<file path="config.mk">
export PLATFORM = sky130hd
export DESIGN_NAME = timer_oneshot_monostable_ctl
export DESIGN_NICKNAME = d
export VERILOG_FILES = /design/src/timer_ctl_pkg.sv /design/src/timer_tick_if.sv /design/src/timer_tick_gen.sv /design/src/timer_oneshot_monostable_ctl.sv
export SDC_FILE = /design/constraint.sdc
export NUM_CORES = 1
export LEC_CHECK = 0
export BUFFER_PORTS_ARGS = -buffer_cell sky130_fd_sc_hd__buf_4
export CORE_MARGIN = 5
export CORE_UTILIZATION = 47
export CTS_CLUSTER_DIAMETER = 40
export DETAILED_ROUTE_END_ITERATION = 6
export GPL_TIMING_DRIVEN = 0
export PLACE_DENSITY_LB_ADDON = 0.15
export SLEW_MARGIN = 20
export SYNTH_ARGS = -nofsm -noshare
export SYNTH_HDL_FRONTEND = slang
export SYNTH_SLANG_ARGS = --single-unit
</file>
<file path="constraint.sdc">
create_clock -name clock -period 2.01 [get_ports clock]
set_input_delay 0.1005 -clock clock [delete_from_list [all_inputs] [get_ports clock]]
set_output_delay 0.1005 -clock clock [all_outputs]
set_load 0.03 [all_outputs]
</file>
<file path="src/timer_ctl_pkg.sv">
// Constants, register map and types shared by the timer control block
package timer_ctl_pkg;

  // ****************************************
  // Widths
  // ****************************************
  localparam int ADDR_W = 5;
  localparam int DATA_W = 32;
  localparam int CNT_W = 8;
  localparam int MODE_W = 5;
  localparam int PRESC_W = 3;
  localparam int DIV_W = 7;

  // ****************************************
  // Register offsets (byte addresses)
  // ****************************************
  localparam logic [ADDR_W-1:0] OFS_CTRL = 5'h00;
  localparam logic [ADDR_W-1:0] OFS_LIMIT = 5'h04;
  localparam logic [ADDR_W-1:0] OFS_COUNT = 5'h08;
  localparam logic [ADDR_W-1:0] OFS_PERIOD = 5'h0C;
  localparam logic [ADDR_W-1:0] OFS_STATUS = 5'h10;

  // ****************************************
  // Field positions and reset values
  // ****************************************
  localparam int CTRL_ON_BIT = 0;
  localparam int CTRL_PRESC_LSB = 4;
  localparam int STAT_RUN_BIT = 0;
  localparam int STAT_ERS_BIT = 1;
  localparam logic [CNT_W-1:0] COUNT_RST = 8'h00;
  localparam logic [CNT_W-1:0] PERIOD_RST = 8'hFF;
  localparam logic [MODE_W-1:0] MODE_RST = 5'h00;
  localparam logic [PRESC_W-1:0] PRESC_RST = 3'h0;

  // ****************************************
  // Mode field: two-bit class, three-bit sub-mode
  // ****************************************
  localparam logic [1:0] CLS_ONESHOT = 2'h1;
  localparam logic [1:0] CLS_MONO = 2'h2;
  localparam logic [2:0] SUB_SOFT = 3'h0;
  localparam logic [2:0] SUB_RISE = 3'h1;
  localparam logic [2:0] SUB_FALL = 3'h2;
  localparam logic [2:0] SUB_ANY = 3'h3;
  localparam logic [2:0] SUB_RISE_RST = 3'h4;
  localparam logic [2:0] SUB_FALL_RST = 3'h5;
  localparam logic [2:0] SUB_LVL_LOW = 3'h6;
  localparam logic [2:0] SUB_LVL_HIGH = 3'h7;

  // ****************************************
  // Bus responses
  // ****************************************
  localparam logic [1:0] RESP_OKAY = 2'h0;
  localparam logic [1:0] RESP_SLVERR = 2'h2;

  typedef enum logic {RUN_IDLE, RUN_ACTIVE} run_state_t;

endpackage : timer_ctl_pkg

</file>
<file path="src/timer_tick_if.sv">
// Carrier between the timer core and its prescaler and edge sampler
`timescale 1ns/10ps
interface timer_tick_if;
  logic [timer_ctl_pkg::PRESC_W-1:0] presc_sel;
  logic presc_clr;
  logic ext_level;
  logic tick;
  logic ers_now;
  logic ers_rise;
  logic ers_fall;

  modport gen (input presc_sel, input presc_clr, input ext_level,
               output tick, output ers_now, output ers_rise, output ers_fall);
  modport core (output presc_sel, output presc_clr, output ext_level,
                input tick, input ers_now, input ers_rise, input ers_fall);
endinterface : timer_tick_if

</file>
<file path="src/timer_tick_gen.sv">
// Prescaler for the timer clock and edge sampler for the external reset source
`timescale 1ns/10ps
module timer_tick_gen (
  input wire logic clock,
  input wire logic resetn,
  timer_tick_if.gen tk
);

  logic [timer_ctl_pkg::DIV_W-1:0] div_r;
  logic [timer_ctl_pkg::DIV_W-1:0] div_mask;
  logic ers_prev_r;

  // ****************************************
  // Prescaler: one tick every 2^presc_sel clocks
  // ****************************************
  assign div_mask = ~({timer_ctl_pkg::DIV_W{1'b1}} << tk.presc_sel);
  assign tk.tick = ((div_r & div_mask) == div_mask) && !tk.presc_clr;

  always_ff @(posedge clock or negedge resetn)
  begin
    if (!resetn)
      div_r <= '0;
    else if (tk.presc_clr || tk.tick)
      div_r <= '0;
    else
      div_r <= div_r + 7'h01;
  end

  // ****************************************
  // Source is sampled once per timer clock
  // ****************************************
  always_ff @(posedge clock or negedge resetn)
  begin
    if (!resetn)
      ers_prev_r <= 1'b0;
    else if (tk.tick)
      ers_prev_r <= tk.ext_level;
  end

  assign tk.ers_now = tk.ext_level;
  assign tk.ers_rise = tk.tick && tk.ext_level && !ers_prev_r;
  assign tk.ers_fall = tk.tick && !tk.ext_level && ers_prev_r;

endmodule : timer_tick_gen

</file>
<file path="src/timer_oneshot_monostable_ctl.sv">
// Timer start, stop and reset control for one-shot and monostable modes, AXI4-Lite registers
`timescale 1ns/10ps

module timer_oneshot_monostable_ctl (
  input wire logic clock,
  input wire logic resetn,
  input wire logic ext_reset_source,
  input wire logic [timer_ctl_pkg::ADDR_W-1:0] s_axi_awaddr,
  input wire logic s_axi_awvalid,
  output logic s_axi_awready,
  input wire logic [timer_ctl_pkg::DATA_W-1:0] s_axi_wdata,
  input wire logic [3:0] s_axi_wstrb,
  input wire logic s_axi_wvalid,
  output logic s_axi_wready,
  output logic [1:0] s_axi_bresp,
  output logic s_axi_bvalid,
  input wire logic s_axi_bready,
  input wire logic [timer_ctl_pkg::ADDR_W-1:0] s_axi_araddr,
  input wire logic s_axi_arvalid,
  output logic s_axi_arready,
  output logic [timer_ctl_pkg::DATA_W-1:0] s_axi_rdata,
  output logic [1:0] s_axi_rresp,
  output logic s_axi_rvalid,
  input wire logic s_axi_rready,
  output logic [timer_ctl_pkg::CNT_W-1:0] count_value,
  output logic period_event,
  output logic timer_running
);

  // ****************************************
  // Declarations
  // ****************************************
  timer_tick_if tk ();

  logic [timer_ctl_pkg::ADDR_W-1:0] awaddr_r;
  logic aw_held_r;
  logic [timer_ctl_pkg::DATA_W-1:0] wdata_r;
  logic [3:0] wstrb_r;
  logic w_held_r;
  logic bvalid_r;
  logic [1:0] bresp_r;
  logic rvalid_r;
  logic [1:0] rresp_r;
  logic [timer_ctl_pkg::DATA_W-1:0] rdata_r;

  logic wr_do;
  logic wr_low;
  logic wr_ctrl;
  logic wr_limit;
  logic wr_count;
  logic wr_period;
  logic wr_mapped;
  logic rd_do;
  logic rd_mapped;
  logic [timer_ctl_pkg::DATA_W-1:0] rd_mux;

  logic on_r;
  logic [timer_ctl_pkg::PRESC_W-1:0] presc_r;
  logic [timer_ctl_pkg::MODE_W-1:0] mode_r;
  logic [timer_ctl_pkg::CNT_W-1:0] count_r;
  logic [timer_ctl_pkg::CNT_W-1:0] period_r;
  logic event_r;
  timer_ctl_pkg::run_state_t run_r;

  logic trig_start;
  logic trig_reset;
  logic hold_rst;
  logic keep_on;
  logic reserved;
  logic at_match;
  logic clr_on;

  // ****************************************
  // Prescaler and edge sampler
  // ****************************************
  timer_tick_gen u_tick (
    .clock(clock),
    .resetn(resetn),
    .tk(tk)
  );

  assign tk.presc_sel = presc_r;
  assign tk.ext_level = ext_reset_source;
  // Writes to control or count restart the prescaler
  assign tk.presc_clr = wr_ctrl || wr_count;

  // ****************************************
  // AXI4-Lite write channels
  // ****************************************
  assign s_axi_awready = !aw_held_r && !bvalid_r;
  assign s_axi_wready = !w_held_r && !bvalid_r;
  assign wr_do = aw_held_r && w_held_r && !bvalid_r;
  assign wr_low = wr_do && wstrb_r[0];
  assign wr_ctrl = wr_low && (awaddr_r == timer_ctl_pkg::OFS_CTRL);
  assign wr_limit = wr_low && (awaddr_r == timer_ctl_pkg::OFS_LIMIT);
  assign wr_count = wr_low && (awaddr_r == timer_ctl_pkg::OFS_COUNT);
  assign wr_period = wr_low && (awaddr_r == timer_ctl_pkg::OFS_PERIOD);
  assign wr_mapped = (awaddr_r == timer_ctl_pkg::OFS_CTRL) || (awaddr_r == timer_ctl_pkg::OFS_LIMIT)
                  || (awaddr_r == timer_ctl_pkg::OFS_COUNT) || (awaddr_r == timer_ctl_pkg::OFS_PERIOD)
                  || (awaddr_r == timer_ctl_pkg::OFS_STATUS);

  always_ff @(posedge clock or negedge resetn)
  begin
    if (!resetn)
    begin
      aw_held_r <= 1'b0;
      awaddr_r <= '0;
    end
    else if (s_axi_awvalid && s_axi_awready)
    begin
      aw_held_r <= 1'b1;
      awaddr_r <= {s_axi_awaddr[timer_ctl_pkg::ADDR_W-1:2], 2'h0};
    end
    else if (wr_do)
      aw_held_r <= 1'b0;
  end

  always_ff @(posedge clock or negedge resetn)
  begin
    if (!resetn)
    begin
      w_held_r <= 1'b0;
      wdata_r <= '0;
      wstrb_r <= 4'h0;
    end
    else if (s_axi_wvalid && s_axi_wready)
    begin
      w_held_r <= 1'b1;
      wdata_r <= s_axi_wdata;
      wstrb_r <= s_axi_wstrb;
    end
    else if (wr_do)
      w_held_r <= 1'b0;
  end

  always_ff @(posedge clock or negedge resetn)
  begin
    if (!resetn)
    begin
      bvalid_r <= 1'b0;
      bresp_r <= timer_ctl_pkg::RESP_OKAY;
    end
    else if (wr_do)
    begin
      bvalid_r <= 1'b1;
      bresp_r <= wr_mapped ? timer_ctl_pkg::RESP_OKAY : timer_ctl_pkg::RESP_SLVERR;
    end
    else if (s_axi_bready)
      bvalid_r <= 1'b0;
  end

  assign s_axi_bvalid = bvalid_r;
  assign s_axi_bresp = bresp_r;

  // ****************************************
  // AXI4-Lite read channels
  // ****************************************
  assign s_axi_arready = !rvalid_r;
  assign rd_do = s_axi_arvalid && s_axi_arready;

  always_comb
  begin
    rd_mux = '0;
    rd_mapped = 1'b1;
    unique case ({s_axi_araddr[timer_ctl_pkg::ADDR_W-1:2], 2'h0})
      timer_ctl_pkg::OFS_CTRL:
      begin
        rd_mux[timer_ctl_pkg::CTRL_ON_BIT] = on_r;
        rd_mux[timer_ctl_pkg::CTRL_PRESC_LSB +: timer_ctl_pkg::PRESC_W] = presc_r;
      end
      timer_ctl_pkg::OFS_LIMIT:
        rd_mux[timer_ctl_pkg::MODE_W-1:0] = mode_r;
      timer_ctl_pkg::OFS_COUNT:
        rd_mux[timer_ctl_pkg::CNT_W-1:0] = count_r;
      timer_ctl_pkg::OFS_PERIOD:
        rd_mux[timer_ctl_pkg::CNT_W-1:0] = period_r;
      timer_ctl_pkg::OFS_STATUS:
      begin
        rd_mux[timer_ctl_pkg::STAT_RUN_BIT] = (run_r == timer_ctl_pkg::RUN_ACTIVE);
        rd_mux[timer_ctl_pkg::STAT_ERS_BIT] = tk.ers_now;
      end
      default:
        rd_mapped = 1'b0;
    endcase
  end

  always_ff @(posedge clock or negedge resetn)
  begin
    if (!resetn)
    begin
      rvalid_r <= 1'b0;
      rdata_r <= '0;
      rresp_r <= timer_ctl_pkg::RESP_OKAY;
    end
    else if (rd_do)
    begin
      rvalid_r <= 1'b1;
      rdata_r <= rd_mux;
      rresp_r <= rd_mapped ? timer_ctl_pkg::RESP_OKAY : timer_ctl_pkg::RESP_SLVERR;
    end
    else if (s_axi_rready)
      rvalid_r <= 1'b0;
  end

  assign s_axi_rvalid = rvalid_r;
  assign s_axi_rdata = rdata_r;
  assign s_axi_rresp = rresp_r;

  // ****************************************
  // Mode decode
  // ****************************************
  always_comb
  begin
    trig_start = 1'b0;
    trig_reset = 1'b0;
    hold_rst = 1'b0;
    keep_on = 1'b0;
    reserved = 1'b0;
    unique case (mode_r[4:3])
      timer_ctl_pkg::CLS_ONESHOT:
      begin
        unique case (mode_r[2:0])
          timer_ctl_pkg::SUB_SOFT:
            trig_start = 1'b1;
          timer_ctl_pkg::SUB_RISE:
            trig_start = tk.ers_rise;
          timer_ctl_pkg::SUB_FALL:
            trig_start = tk.ers_fall;
          timer_ctl_pkg::SUB_ANY:
            trig_start = tk.ers_rise || tk.ers_fall;
          timer_ctl_pkg::SUB_RISE_RST:
          begin
            trig_start = tk.ers_rise;
            trig_reset = tk.ers_rise;
          end
          timer_ctl_pkg::SUB_FALL_RST:
          begin
            trig_start = tk.ers_fall;
            trig_reset = tk.ers_fall;
          end
          timer_ctl_pkg::SUB_LVL_LOW:
          begin
            trig_start = tk.ers_rise;
            hold_rst = !tk.ers_now;
          end
          timer_ctl_pkg::SUB_LVL_HIGH:
          begin
            trig_start = tk.ers_fall;
            hold_rst = tk.ers_now;
          end
        endcase
      end
      timer_ctl_pkg::CLS_MONO:
      begin
        unique case (mode_r[2:0])
          timer_ctl_pkg::SUB_RISE:
          begin
            trig_start = tk.ers_rise;
            keep_on = 1'b1;
          end
          timer_ctl_pkg::SUB_FALL:
          begin
            trig_start = tk.ers_fall;
            keep_on = 1'b1;
          end
          timer_ctl_pkg::SUB_ANY:
          begin
            trig_start = tk.ers_rise || tk.ers_fall;
            keep_on = 1'b1;
          end
          timer_ctl_pkg::SUB_LVL_LOW:
          begin
            trig_start = tk.ers_now;
            hold_rst = !tk.ers_now;
          end
          timer_ctl_pkg::SUB_LVL_HIGH:
          begin
            trig_start = !tk.ers_now;
            hold_rst = tk.ers_now;
          end
          default:
            reserved = 1'b1;
        endcase
      end
      default:
        reserved = 1'b1;
    endcase
  end

  assign at_match = (count_r == period_r);
  // Match seen on a tick ends the run; one-shot and level-triggered monostable modes drop enable as well
  assign clr_on = tk.tick && on_r && !reserved && !hold_rst && (run_r == timer_ctl_pkg::RUN_ACTIVE)
               && !trig_reset && at_match && !keep_on;

  // ****************************************
  // Control, mode and period registers
  // ****************************************
  always_ff @(posedge clock or negedge resetn)
  begin
    if (!resetn)
    begin
      on_r <= 1'b0;
      presc_r <= timer_ctl_pkg::PRESC_RST;
    end
    else if (wr_ctrl)
    begin
      on_r <= wdata_r[timer_ctl_pkg::CTRL_ON_BIT];
      presc_r <= wdata_r[timer_ctl_pkg::CTRL_PRESC_LSB +: timer_ctl_pkg::PRESC_W];
    end
    else if (clr_on)
      on_r <= 1'b0;
  end

  always_ff @(posedge clock or negedge resetn)
  begin
    if (!resetn)
      mode_r <= timer_ctl_pkg::MODE_RST;
    else if (wr_limit)
      mode_r <= wdata_r[timer_ctl_pkg::MODE_W-1:0];
  end

  always_ff @(posedge clock or negedge resetn)
  begin
    if (!resetn)
      period_r <= timer_ctl_pkg::PERIOD_RST;
    else if (wr_period)
      period_r <= wdata_r[timer_ctl_pkg::CNT_W-1:0];
  end

  // ****************************************
  // Run state: edges act only while enabled
  // ****************************************
  always_ff @(posedge clock or negedge resetn)
  begin
    if (!resetn)
      run_r <= timer_ctl_pkg::RUN_IDLE;
    else if (tk.tick)
    begin
      if (!on_r || reserved)
        run_r <= timer_ctl_pkg::RUN_IDLE;
      else if (hold_rst)
        run_r <= timer_ctl_pkg::RUN_IDLE;
      else if (run_r == timer_ctl_pkg::RUN_ACTIVE)
      begin
        if (!trig_reset && at_match)
          run_r <= timer_ctl_pkg::RUN_IDLE;
      end
      else if (trig_start)
        run_r <= timer_ctl_pkg::RUN_ACTIVE;
    end
  end

  // ****************************************
  // Count register
  // ****************************************
  always_ff @(posedge clock or negedge resetn)
  begin
    if (!resetn)
      count_r <= timer_ctl_pkg::COUNT_RST;
    else if (wr_count)
      count_r <= wdata_r[timer_ctl_pkg::CNT_W-1:0];
    else if (tk.tick && on_r && !reserved)
    begin
      if (hold_rst)
        count_r <= timer_ctl_pkg::COUNT_RST;
      else if (run_r == timer_ctl_pkg::RUN_ACTIVE)
      begin
        if (trig_reset)
          count_r <= timer_ctl_pkg::COUNT_RST;
        else if (at_match)
          count_r <= timer_ctl_pkg::COUNT_RST;
        else
          count_r <= count_r + 8'h01;
      end
    end
  end

  // Period event pulse, one clock wide, when a match stops the count
  always_ff @(posedge clock or negedge resetn)
  begin
    if (!resetn)
      event_r <= 1'b0;
    else
      event_r <= tk.tick && on_r && !reserved && !hold_rst && (run_r == timer_ctl_pkg::RUN_ACTIVE)
              && !trig_reset && at_match && !wr_count;
  end

  // ****************************************
  // Outputs
  // ****************************************
  assign count_value = count_r;
  assign period_event = event_r;
  assign timer_running = (run_r == timer_ctl_pkg::RUN_ACTIVE);

endmodule : timer_oneshot_monostable_ctl

</file>
# Word level (Yosys, flattened, before mapping)
# Index checks and enable logic that the tools add are counted.
[totals]
ff_bits = 63
out_inout_bits = 51
[op_classes]
mux = 41
add_sub_neg = 2
n_bitwise = 2
n_shift = 1
reduce_logical = 64
n_eq_ne = 19
[ops]
columns = ["cell", "n"]
rows = [
  ["$mux 8", 6],
  ["$logic_and 1x1->1", 26],
  ["$mux 1", 20],
  ["$eq 3x2->1 const B", 6],
  ["$eq 3x3->1 const B", 6],
  ["$logic_not 1->1", 13],
  ["$pmux 1 s4", 3],
  ["$pmux 2 s3", 2],
  ["$reduce_bool 2->1", 6],
  ["$pmux 1 s2", 5],
  ["$pmux 1 s5", 2],
  ["$reduce_or 5->1", 2],
  ["$eq 3x1->1 const B", 3],
  ["$reduce_or 3->1", 3],
  ["$add 8x1->8 const B", 1],
  ["$eq 8x8->1", 1],
  ["$logic_or 1x1->1", 8],
  ["$add 7x1->7 const B", 1],
  ["$and 7x7->7", 1],
  ["$eq 7x7->1", 1],
  ["$mux 7", 1],
  ["$not 7->7", 1],
  ["$shl 7x3->7 const A", 1],
  ["$logic_not 3->1", 2],
  ["other kinds (7)", 8],
]

# Logic depth before layout (Yosys ltp)
# Gate-level depths: netlist of the first run.
[depth]
ltp_word = 17
ltp_mapped = 8
mapped_depth_nobuf = 8

# Modules after synthesis
# From an unflattened synthesis of the first run, not the netlist that was laid out.
[unflattened]
hier_cells = 328
hier_area_um2 = 3538.4
[modules_own_cells]
columns = ["mod", "area_per_inst_um2", "cells_each", "n_inst"]
rows = [
  ["timer_oneshot_monostable_ctl", 3099.2, 284, 1],
  ["timer_tick_gen", 439.2, 44, 1],
]

# Worst setup path before layout of the first run
# OpenSTA, ideal clock, no wires.
[synth_timing]
kind = "flip-flop to flip-flop"
from = "register bvalid_r, in the netlist s_axi_bvalid"
to = "register count_r (netlist bit count_value[2])"
path_buffers = 1
synth_period_minus_slack_ns = 2.014
slack_ns = -0.004
setup_ns = 0.077
path_stages_with_launch = 8
arrival_ns = 1.937
path_cell_list = "dfrtp_1 -> nand3b_4 -> nor3_2 -> and2_1 -> buf_2 -> a2111oi_2 -> a21oi_1 -> o21ai_1"
[synth_between]
elab_chain_len = 16
[synth_lines]
columns = ["item", "line_no", "source"]
rows = [
  ["start, declared", "timer_oneshot_monostable_ctl.sv:40", "logic bvalid_r;"],
  ["start signal, assigned", "timer_oneshot_monostable_ctl.sv:140", "bvalid_r <= 1'b0;"],
  ["start signal, assigned", "timer_oneshot_monostable_ctl.sv:145", "bvalid_r <= 1'b1;"],
  ["start signal, assigned", "timer_oneshot_monostable_ctl.sv:149", "bvalid_r <= 1'b0;"],
  ["$logic_not 1->1 *", "timer_oneshot_monostable_ctl.sv:92", "assign wr_do = aw_held_r && w_held_r && !bvalid_r;"],
  ["$logic_and 1x1->1 *", "timer_oneshot_monostable_ctl.sv:92", ""],
  ["$logic_and 1x1->1 *", "timer_oneshot_monostable_ctl.sv:93", "assign wr_low = wr_do && wstrb_r[0];"],
  ["$logic_and 1x1->1, on equally long branches", "timer_oneshot_monostable_ctl.sv:94, timer_oneshot_monostable_ctl.sv:96", ""],
  ["$logic_or 1x1->1", "timer_oneshot_monostable_ctl.sv:85", "assign tk.presc_clr = wr_ctrl || wr_count;"],
  ["$logic_not 1->1", "timer_tick_gen.sv:17", "assign tk.tick = ((div_r & div_mask) == div_mask) && !tk.presc_clr;"],
  ["$logic_and 1x1->1", "timer_tick_gen.sv:17", ""],
  ["$logic_and 1x1->1, on equally long branches (2 in series)", "timer_tick_gen.sv:42, timer_tick_gen.sv:41", ""],
  ["$pmux 1 s2", "timer_oneshot_monostable_ctl.sv:222", "unique case (mode_r[2:0])"],
  ["$mux 1", "timer_oneshot_monostable_ctl.sv:219", "unique case (mode_r[4:3])"],
  ["$mux 8", "timer_oneshot_monostable_ctl.sv:368", "if (trig_reset)"],
  ["$mux 8", "timer_oneshot_monostable_ctl.sv:366", "else if (run_r == timer_ctl_pkg::RUN_ACTIVE)"],
  ["$mux 8", "timer_oneshot_monostable_ctl.sv:364", "if (hold_rst)"],
  ["$mux 8", "timer_oneshot_monostable_ctl.sv:362", "else if (tk.tick && on_r && !reserved)"],
  ["$mux 8", "timer_oneshot_monostable_ctl.sv:360", "else if (wr_count)"],
  ["end signal, assigned", "timer_oneshot_monostable_ctl.sv:359", "count_r <= timer_ctl_pkg::COUNT_RST;"],
  ["end signal, assigned", "timer_oneshot_monostable_ctl.sv:361", "count_r <= wdata_r[timer_ctl_pkg::CNT_W-1:0];"],
  ["end signal, assigned", "timer_oneshot_monostable_ctl.sv:365", "count_r <= timer_ctl_pkg::COUNT_RST;"],
  ["end, declared", "timer_oneshot_monostable_ctl.sv:60", "logic [timer_ctl_pkg::CNT_W-1:0] count_r;"],
]
# Every way passes the cells marked *; elsewhere a longest branch is shown, timed or not. The select of a mux whose other input is x is not followed.
# A chain may end at the register's enable or synchronous reset.

# Worst setup path in the final report of the first run
[layout_timing]
from = "register mode_r[0] (netlist name)"
to = "register count_r (netlist bit count_value[0])"
[layout_between]
elab_chain_len = 8
[layout_lines]
columns = ["item", "line_no", "source"]
rows = [
  ["start, declared", "timer_oneshot_monostable_ctl.sv:59", "logic [timer_ctl_pkg::MODE_W-1:0] mode_r;"],
  ["start signal, assigned", "timer_oneshot_monostable_ctl.sv:317", "mode_r <= timer_ctl_pkg::MODE_RST;"],
  ["start signal, assigned", "timer_oneshot_monostable_ctl.sv:319", "mode_r <= wdata_r[timer_ctl_pkg::MODE_W-1:0];"],
  ["$eq 3x3->1 (tied with other cells)", "timer_oneshot_monostable_ctl.sv:222", ""],
  ["$pmux 1 s2 or $reduce_or 5->1 (tied branches)", "-", ""],
  ["$mux 1, on equally long branches", "timer_oneshot_monostable_ctl.sv:219, timer_oneshot_monostable_ctl.sv:255", ""],
  ["$mux 8 or $pmux 1 s2 (tied branches)", "timer_oneshot_monostable_ctl.sv:368, timer_oneshot_monostable_ctl.sv:219", ""],
  ["$mux 8 or $logic_not 1->1 (tied branches)", "timer_oneshot_monostable_ctl.sv:366, timer_oneshot_monostable_ctl.sv:362", ""],
  ["$mux 8 or $logic_and 1x1->1 (tied branches)", "timer_oneshot_monostable_ctl.sv:364, timer_oneshot_monostable_ctl.sv:362", ""],
  ["$mux 8 or $reduce_bool 2->1 (tied branches)", "-", ""],
  ["$mux 8 or $reduce_and 2->1 (tied branches)", "-", ""],
]
# Parallel ways exist; a longest one is shown, timed or not. The select of a mux whose other input is x is not followed.

==> flow_summary_export.csv, run 1 <==
group,metric,value,unit
outcome,status,"finished with violations",
outcome,violations,"setup timing",
synth,yosys.area.top_type,"dfrtp_1",
detailed_routing,via_per_inst,4.98,
global_route,grt_pass1_vias,2644,
detailed_routing,ant_nets,0,
global_route,use_met3,0.0375,
setup_path,timing.critical_path.buf_inv,1,
layout,register_area,1540,sq um
layout,drive_gt1_frac,0.371,
clocking,cts_made_buffers,9,
global_route,grt_pass1_wl,12800,um
synth,yosysTopAreaCellShare,0.391,
setup_path,r2r_cells,7,
clocking,clk_path_buf_depth,2,
placed_design,place_congestion,0.880,
clocking,htree_levels,3,
synth,syn_area,3390,sq um
setup_path,cpLargestDelayFamily,"simple AND/OR/NAND/NOR gates",
detailed_routing,post-route-drc-count,0,
clocking,cts-root-buf,"clkbuf_8",
worst_hold_path,min-delay-start,"s_axi_awvalid",
setup_path,cp_slowest_cell,"a2111o_1",
floorplanning,die_h,94.9,um
setup_path,r2r-end,"count_value[0]",
sta,slew_headroom,0.491,
sta,holdWs,0.0129,ns
global_route,grt_start_max_net_pins,62,
setup_path,crit_arrival,2.24,ns
synth,async_reset_ff_frac,1.00,
setup_path,ff2ff_setup_slack,-0.006,ns
layout,area.growth.synth_to_final,35.5,%
synth,synthTopCellsByArea,"dfrtp_1, mux2_2, dfstp_2",
global_route,antenna_found_initial,0,
layout,n_fill_cell,637,
floorplanning,coreArea,7140,sq um
detailed_routing,vias,2788,
power,power.leakage,2.08,nW
placed_design,dp.cells,511,
layout,fin_nets,514,
floorplanning,die_area,9010,sq um
placed_design,hpwlAfterDp,5570,um
setup_path,r2r-start,"mode_r[0]",
power,power_density,1280,nW/um^2
floorplanning,io_pins,105,
sta,layout_setup_ws,-0.00581,ns
synth,ys_seq_area_frac,0.453,
sta,hold_violations,0,
synth,ys_seq_elements,61,
layout,multiInputGateArea,1770,sq um
layout,diodes,0,
sta,setup_viol,1,
detailed_routing,drtPass1Iterations,4,
synth,synth_area_per_cell,9.94,sq um
setup_path,path_cells,"or3b_1 > a2111o_1 > nand4_1 > nor4b_4 > buf_6 > nor2b_4 > a221o_1",
detailed_routing,wl_per_cell,13.9,um
setup_path,cp-start-kind,"register",
global_route,grt_overflow,0,
synth,synth-edff-count,0,
detailed_routing,wl,7800,um
setup_path,cp_max_fo,8,
clocking,clkSlewWorstSetupHoldPaths,0.07,ns
global_route,grt.busiest_layer,"met2",
synth,yosys_warnings,0,
worst_hold_path,hp-class,"input pin to register",
layout,fin_area,4590,sq um
sta,rsz0062_at_grt,"true",
floorplanning,die_w,94.9,um
synth,ys.flop_type,"dfrtp_1",
worst_hold_path,hold_depth,3,
global_route,use_met2,0.293,
clocking,clk-insertion-delay-late,0.34,ns
sta,skew,0.00655,ns
worst_hold_path,min_to,"aw_held_r",
sta,tightest_slew,0.764,ns
layout,fin_cells,560,
setup_path,crit_required,2.24,ns
setup_path,endpoint_kind,"register",
clocking,cts_tree,"done",
job,drv_cap,0,
placed_design,numPortBuffers,46,
detailed_routing,initialDrtViolationCount,108,
setup_path,critical_path_class,"register to register",
sta,timing.final.crit_period,2.02,ns
synth,syn_inst,341,
global_route,use_met1,0.246,
floorplanning,start_util,0.475,
power,ir_worst_vdd,0.750,mV
clocking,cts_sinks,61,
placed_design,place_area,3970,sq um
global_route,gr-usage-all-layers,0.183,
floorplanning,rows,31,
setup_path,max_stage_delay,0.41,ns
sta,slew_viol_final,0,
sta,period_share,1.00,
sta,fmax,0.496,GHz
synth,yosysUniqueCellTypes,53,
## cells in the mapped netlist (all sizes together), types with 6 or more instances
master	n
buf	29
nand2	33
o21ai	28
nor2	27
nand3	13
dfrtp	53
a21oi	9
mux2	26
inv	16
nor2b	6
clkbuf	7
a22oi	9
nor3	6
dfstp	8
xnor2	12
## power breakdown
part / total [W] / internal [W] / leakage [nW] / switching [W]
sequential: 0.00220 / 0.00169 / 0.735 / 0.000513
clock: 0.00121 / 0.000703 / 0.110 / 0.000509
combinational: 0.00246 / 0.00120 / 1.23 / 0.00126
## state kept, by name, summed over array words and instances, names as in the netlist, 3 cells and up
register      count
period_r          8
s_axi_rdata       8
u_tick.div_r      7
awaddr_r          3
wdata_r           8
presc_r           3
count_value       8
mode_r            5
## metal layers
layer | up-vias | routed length, um
met2 | 71 | 3700
met4 | 0 | 132
met3 | 13 | 366
li1 | 1382 | -
met1 | 1322 | 3600
met5 | - | 0
## cells in the final DEF (no fill, tap or decap), drive strengths merged, types with 2 or more instances in the layout
cell / Yosys / routed
a31oi: 4 / 4
nand2b: 4 / 4
nor3: 6 / 6
nand2: 33 / 33
nand3b: 2 / 2
or3: 2 / 2
nand3: 13 / 13
clkbuf: 7 / 14
or2: 2 / 2
and2: 2 / 2
nor2: 27 / 27
ha: 4 / 4
xor2: 3 / 3
clkinv: 0 / 3
nor4b: 3 / 3
a32oi: 4 / 4
o21ai: 28 / 28
buf: 29 / 95
nand4: 4 / 4
a21oi: 9 / 9
mux2: 26 / 26
nor2b: 6 / 6
dlygate4sd3: 0 / 15
inv: 16 / 17
conb: 1 / 26
xnor2: 12 / 12
bufinv: 0 / 2
dfrtp: 53 / 53
mux2i: 2 / 2
a22o: 4 / 4
a21boi: 2 / 2
a22oi: 9 / 9
dfstp: 8 / 8
## worst register-to-register path, stage by stage (launching register included)
cell	delay (ns)
dfrtp_1	0.37
or3b_1	0.37
a2111o_1	0.41
nand4_1	0.15
nor4b_4	0.07
buf_6	0.16
nor2b_4	0.12
a221o_1	0.26
## cell families after synthesis
| family | Yosys count | synth area share |
|---|---|---|
| buf+inv | 52 | 0.0871 |
| fa+ha+maj | 4 | 0.0148 |
| mux | 29 | 0.0989 |
| simple gates | 110 | 0.173 |
| other cells | 1 | 0.00111 |
| xor+xnor | 15 | 0.0388 |
| flops | 61 | 0.453 |
| compound gates | 69 | 0.133 |
## repair_timing
item / CTS / global route
endpoints found under the setup margin: 12 / 19
hold buffers: 15 / 0
resized for setup: 11 / 17
buffers inserted: 9 / 12
pin swaps: 6 / 10
gates cloned: 0 / 0
endpoints found under the hold margin: 67 / 0
## through the flow
stage	total power, W	setup TNS (ns)	worst slack (ns)	utilization
floorplan	0.00364	0	0.0100	-
global placement	0.00424	-0.969	-0.172	0.556
detailed placement	0.00429	-1.12	-0.179	0.556
CTS	0.00568	-0.135	-0.0779	0.622
global route	0.00627	-0.280	-0.138	0.644
finish	0.00588	-0.00581	-0.00581	0.644
## layout make-up
cell class,count,area share
well taps,99,0.0270
inverters,16,0.0131
repair buffers,81,0.142
clock buffers,9,0.0270
flip-flops and latches,61,0.335
multi-input cells,253,0.384
plain buffers,34,0.0501
clock inverters,7,0.0215
## worst max-delay path by stage
stage	start	to	slack, ns	cells past startpoint
2_1_floorplan	s_axi_bvalid	count_value[1]	0.01	7
4_1_cts	presc_r[1]	timer_running	-0.08	5
3_3_place_gp	u_tick.div_r[0]	count_value[1]	-0.17	6
3_5_place_dp	s_axi_bvalid	count_value[1]	-0.18	7
5_1_grt	mode_r[3]	count_value[1]	-0.14	8
6_report	mode_r[0]	count_value[0]	-0.006	7
Power figures use the tool's default switching activity.
==> inputs of run 2 (changes only) <==
==> constraint.sdc (replaced) <==
create_clock -name clock -period 2.01 [get_ports clock]
set_input_delay 0.402 -clock clock [delete_from_list [all_inputs] [get_ports clock]]
set_output_delay 0.402 -clock clock [all_outputs]
set_load 0.03 [all_outputs]
==> flow_summary_export.csv, run 2 (synthesis gave the netlist of run 1 again) <==
group,metric,value,unit
sta,period_share,1.00,
power,power.leakage,2.02,nW
outcome,status,"finished with violations",
setup_path,crit_arrival,2.24,ns
placed_design,hpwlAfterDp,5570,um
sta,fmax,0.496,GHz
setup_path,crit_required,2.24,ns
placed_design,place_congestion,0.880,
floorplanning,start_util,0.475,
placed_design,numPortBuffers,46,
sta,setup_viol,1,
layout,area.growth.synth_to_final,31.1,%
clocking,cts-root-buf,"clkbuf_8",
setup_path,cp_max_fo,8,
placed_design,dp.cells,511,
setup_path,critical_path_class,"register to register",
layout,diodes,0,
sta,tightest_slew,0.763,ns
power,power_density,1320,nW/um^2
global_route,gr-usage-all-layers,0.181,
clocking,ctsHoldBuffers,0,
sta,hold_violations,0,
layout,drive_gt1_frac,0.383,
floorplanning,rows,31,
layout,final_cell_mix,"buf_4, dfrtp_1, nand2_1",
global_route,grt_start_max_net_pins,62,
clocking,cts_made_buffers,9,
setup_path,ff2ff_setup_slack,-0.004,ns
detailed_routing,wl_per_cell,14.2,um
detailed_routing,vias,2717,
sta,layout_setup_ws,-0.00415,ns
clocking,clk_path_buf_depth,2,
floorplanning,die_w,94.9,um
floorplanning,die_h,94.9,um
power,ir_worst_vdd,0.751,mV
setup_path,cpLargestDelayFamily,"simple AND/OR/NAND/NOR gates",
detailed_routing,post-route-drc-count,0,
job,drv_cap,0,
setup_path,max_stage_delay,0.41,ns
detailed_routing,ant_nets,0,
detailed_routing,via_per_inst,4.99,
floorplanning,die_area,9010,sq um
layout,final_common_cell,"buf_4",
sta,skew,0.00637,ns
setup_path,endpoint_kind,"register",
layout,fin_nets,499,
sta,timing.final.crit_period,2.01,ns
clocking,clk-insertion-delay-late,0.34,ns
layout,n_fill_cell,658,
global_route,antenna_found_initial,0,
layout,fin_util,0.623,
sta,slew_viol_final,0,
sta,rsz0062_at_grt,"true",
outcome,violations,"setup timing",
global_route,grt_pass1_wl,12700,um
setup_path,timing.critical_path.buf_inv,1,
detailed_routing,wl,7720,um
floorplanning,coreArea,7140,sq um
detailed_routing,initialDrtViolationCount,103,
layout,fin_cells,545,
setup_path,cp_slowest_cell,"a2111o_1",
clocking,htree_levels,3,
clocking,clkSlewWorstSetupHoldPaths,0.07,ns
detailed_routing,drtPass1Iterations,4,
clocking,cts_sinks,61,
setup_path,path_cells,"or3b_1 > a2111o_1 > nand4_1 > nor4b_4 > buf_6 > nor2b_4 > a221o_1",
worst_hold_path,hp-class,"input pin to async pin",
floorplanning,io_pins,105,
setup_path,cp-start-kind,"register",
sta,slew_headroom,0.491,
global_route,grt_pass1_vias,2606,
global_route,grt_overflow,0,
clocking,cts_tree,"done",
==> run 2: cell types whose count changed in the layout (fill, tap and decap cells not counted), sizes merged <==
cell / previous run / this run
dlygate4sd3: 15 / 0
==> run 2: metrics by stage <==
| step | setup TNS, ns | setup slack, ns | hold slack [ns] | instance area [sq um] | total power [W] |
|---|---|---|---|---|---|
| 3_3_place_gp | -1.03 | -0.179 | 0.469 | 3970 | 0.00424 |
| 6_report | -0.00415 | -0.00415 | 0.134 | 4440 | 0.00586 |
| 3_5_place_dp | -1.19 | -0.195 | 0.477 | 3970 | 0.00429 |
| 2_1_floorplan | 0 | 0.0100 | 0.106 | 3500 | 0.00364 |
| 4_1_cts | -0.135 | -0.0779 | 0.156 | 4290 | 0.00566 |
| 5_1_grt | -0.280 | -0.138 | 0.179 | 4440 | 0.00625 |
==> run 2: worst register-to-register path, cell delays in order, from the launching register on <==
cell and delay [ns]:
dfrtp_1 0.37, or3b_1 0.37, a2111o_1 0.41, nand4_1 0.15, nor4b_4 0.07, buf_6 0.16
nor2b_4 0.12, a221o_1 0.26
==> run 2: area by class of cell <==
type | count | area [sq um] | area share
tap | 99 | 124 | 0.0279
clock inverter | 7 | 98.8 | 0.0222
buffer | 34 | 230 | 0.0518
sequential | 61 | 1540 | 0.346
clock buffer | 9 | 124 | 0.0279
inverter | 16 | 60.1 | 0.0135
timing repair buffer | 66 | 503 | 0.113
multi-input combinational | 253 | 1770 | 0.397
==> run 2: final timing paths <==
kind	from	cells past startpoint	to
worst max-delay path	mode_r[0]	7	count_value[0]
worst min-delay path	resetn	1	u_tick.div_r[2]
worst max register to register	mode_r[0]	7	count_value[0]
worst min register to register	s_axi_rdata[5]	2	s_axi_rdata[5]
max in group asynchronous	resetn	1	presc_r[1]
min in group clock	s_axi_rready	2	s_axi_rvalid
==> run 2: metal layers <==
metal,track usage,vias to the layer above,part of all wire
met3,0.0390,11,0.047
met1,0.247,1287,0.47
met2,0.281,67,0.47
li1,-,1352,-
met4,0.0661,0,0.016
met5,0,-,0
==> run 2: where the power goes <==
part           switching (W)  leakage (nW)  internal, W  total (W)
registers           0.000516         0.735      0.00169    0.00221
logic                0.00125          1.17      0.00118    0.00244
clock network       0.000510         0.110     0.000703    0.00121
total                0.00228          2.02      0.00358    0.00586
==> run 2: repair_timing <==
action | CTS | global route
setup buffers | 9 | 12
setup endpoints to repair | 12 | 19
pin swaps | 6 | 10
resized for setup | 11 | 17
==> inputs of run 3 (changes only) <==
--- a/config.mk
+++ b/config.mk
@@ -7,7 +7,7 @@
 export LEC_CHECK = 0
 export BUFFER_PORTS_ARGS = -buffer_cell sky130_fd_sc_hd__buf_4
 export CORE_MARGIN = 5
-export CORE_UTILIZATION = 47
+export CORE_UTILIZATION = 52
 export CTS_CLUSTER_DIAMETER = 40
 export DETAILED_ROUTE_END_ITERATION = 6
 export GPL_TIMING_DRIVEN = 0
==> constraint.sdc (replaced) <==
create_clock -name clock -period 2.1 [get_ports clock]
set_input_delay 0.42 -clock clock [delete_from_list [all_inputs] [get_ports clock]]
set_output_delay 0.42 -clock clock [all_outputs]
set_load 0.03 [all_outputs]
==> flow_summary_export.csv, run 3 (synthesis gave the netlist of run 1 again) <==
group,metric,value,unit
clocking,cts_tree,"done",
layout,diodes,0,
layout,drive_gt1_frac,0.361,
floorplanning,die_w,90.7,um
clocking,htree_levels,3,
layout,fin_util,0.677,
layout,final_cell_mix,"buf_4, dfrtp_1, nand2_1",
detailed_routing,post-route-drc-count,0,
clocking,clkSlewWorstSetupHoldPaths,0.07,ns
sta,rsz0062_at_grt,"true",
setup_path,max_stage_delay,0.44,ns
sta,skew,0.0113,ns
setup_path,endpoint_kind,"register",
layout,register_area,1540,sq um
clocking,cts_sinks,61,
sta,fmax,0.485,GHz
floorplanning,start_util,0.534,
floorplanning,die_h,90.7,um
clocking,clk_path_buf_depth,2,
setup_path,r2r-start,"mode_r[3]",
sta,slew_viol_final,0,
setup_path,critical_path_class,"register to register",
setup_path,cp_slowest_cell,"dfrtp_1",
clocking,ctsHoldBuffers,0,
setup_path,crit_arrival,2.34,ns
detailed_routing,initialDrtViolationCount,212,
placed_design,place_congestion,0.823,
sta,timing.final.crit_period,2.06,ns
floorplanning,io_pins,105,
sta,tightest_slew,0.786,ns
detailed_routing,via_per_inst,5.32,
outcome,status,"complete, no violations",
power,power.leakage,1.98,nW
placed_design,dp.cells,489,
detailed_routing,wl_per_cell,15.2,um
sta,period_share,0.982,
sta,setup_viol,0,
global_route,grt_start_max_net_pins,62,
floorplanning,die_area,8230,sq um
layout,final_common_cell,"buf_4",
clocking,clk-insertion-delay-late,0.34,ns
detailed_routing,vias,2756,
detailed_routing,ant_nets,0,
sta,slew_headroom,0.472,
sta,hold_violations,0,
power,power_density,1270,nW/um^2
layout,multiInputGateArea,1720,sq um
job,drv_cap,0,
setup_path,cp_max_fo,8,
layout,area.growth.synth_to_final,26.8,%
clocking,cts-root-buf,"clkbuf_8",
placed_design,numPortBuffers,46,
layout,n_fill_cell,517,
setup_path,cp-start-kind,"register",
detailed_routing,drtPass1Iterations,5,
worst_hold_path,hp-class,"input pin to async pin",
power,ir_worst_vdd,0.713,mV
placed_design,hpwlAfterDp,5480,um
floorplanning,rows,29,
floorplanning,coreArea,6350,sq um
global_route,grt_overflow,0,
setup_path,critPathLaunch,"mode_r[3]",
setup_path,path_cells,"inv_2 > ha_4 > o21ai_1 > a31oi_1 > nand4_1 > nor4b_4 > buf_6 > nor2b_1 > a221o_1",
clocking,cts_made_buffers,9,
layout,fin_cells,518,
detailed_routing,wl,7880,um
sta,holdWs,0.140,ns
global_route,grt_pass1_wl,13100,um
layout,fin_nets,494,
global_route,antenna_found_initial,0,
setup_path,crit_required,2.38,ns
global_route,gr-usage-all-layers,0.193,
global_route,grt_pass1_vias,2626,
==> run 3: cell types whose count changed in the layout (fill, tap and decap cells not counted), sizes merged <==
cell	change
buf	-6
clkinv	+2
bufinv	-1
clkbuf	+1
inv	-1
==> run 3: worst paths after layout <==
path	slack [ns]	endpoint	cells after the start
max	0.04	count_value[0]	9
min	0.14	u_tick.div_r[5]	1
max reg2reg	0.04	count_value[0]	9
min reg2reg	0.48	s_axi_rdata[1]	2
max in group asynchronous	1.43	u_tick.div_r[2]	1
min in group clock	0.25	s_axi_bvalid	2
==> run 3: area by class of cell <==
cell class / count / share of cell area
buffer: 34 / 0.0536
multi-input combinational: 253 / 0.400
inverter: 16 / 0.0140
clock inverter: 7 / 0.0154
sequential: 61 / 0.358
tap: 77 / 0.0224
timing repair buffer: 61 / 0.107
clock buffer: 9 / 0.0288
==> run 3: power breakdown <==
| group | switching, W | leakage, nW | internal, W |
|---|---|---|---|
| combinational | 0.00119 | 1.14 | 0.00112 |
| clock | 0.000480 | 0.0987 | 0.000541 |
| sequential | 0.000507 | 0.736 | 0.00162 |
==> run 3: per-layer routing <==
layer	GRT usage	wire (um)	vias up
li1	-	-	1342
met1	0.259	3450	1310
met2	0.290	3760	86
met3	0.0600	512	18
met4	0.0732	157	0
met5	0	0	-
==> run 3: through the flow <==
stage	power, W	setup WS (ns)	TNS, ns	instance area, sq um
after floorplan	0.00348	0.0860	0	3480
after global placement	0.00403	-0.155	-0.945	3930
after CTS	0.00523	0.0202	0	4190
final	0.00546	0.0368	0	4300
after global routing	0.00581	-0.0706	-0.234	4300
after detailed placement	0.00409	-0.204	-1.24	3930
==> run 3: critical path: cells and delay by family, from the launching register on <==
family	cells	cell delay, ns
adder cells (fa/ha/maj)	1	0.14
flip-flops	1	0.44
AND/OR/NAND/NOR	3	0.67
AO/OA/AOI/OAI	3	0.47
buffers and inverters	2	0.28
==> run 3: timing repair <==
action	4_1_cts	5_1_grt
setup buffers	6	9
endpoints found under the setup margin	9	17
endpoints found under the hold margin	0	0
resized for setup	5	14
pin swaps	3	7
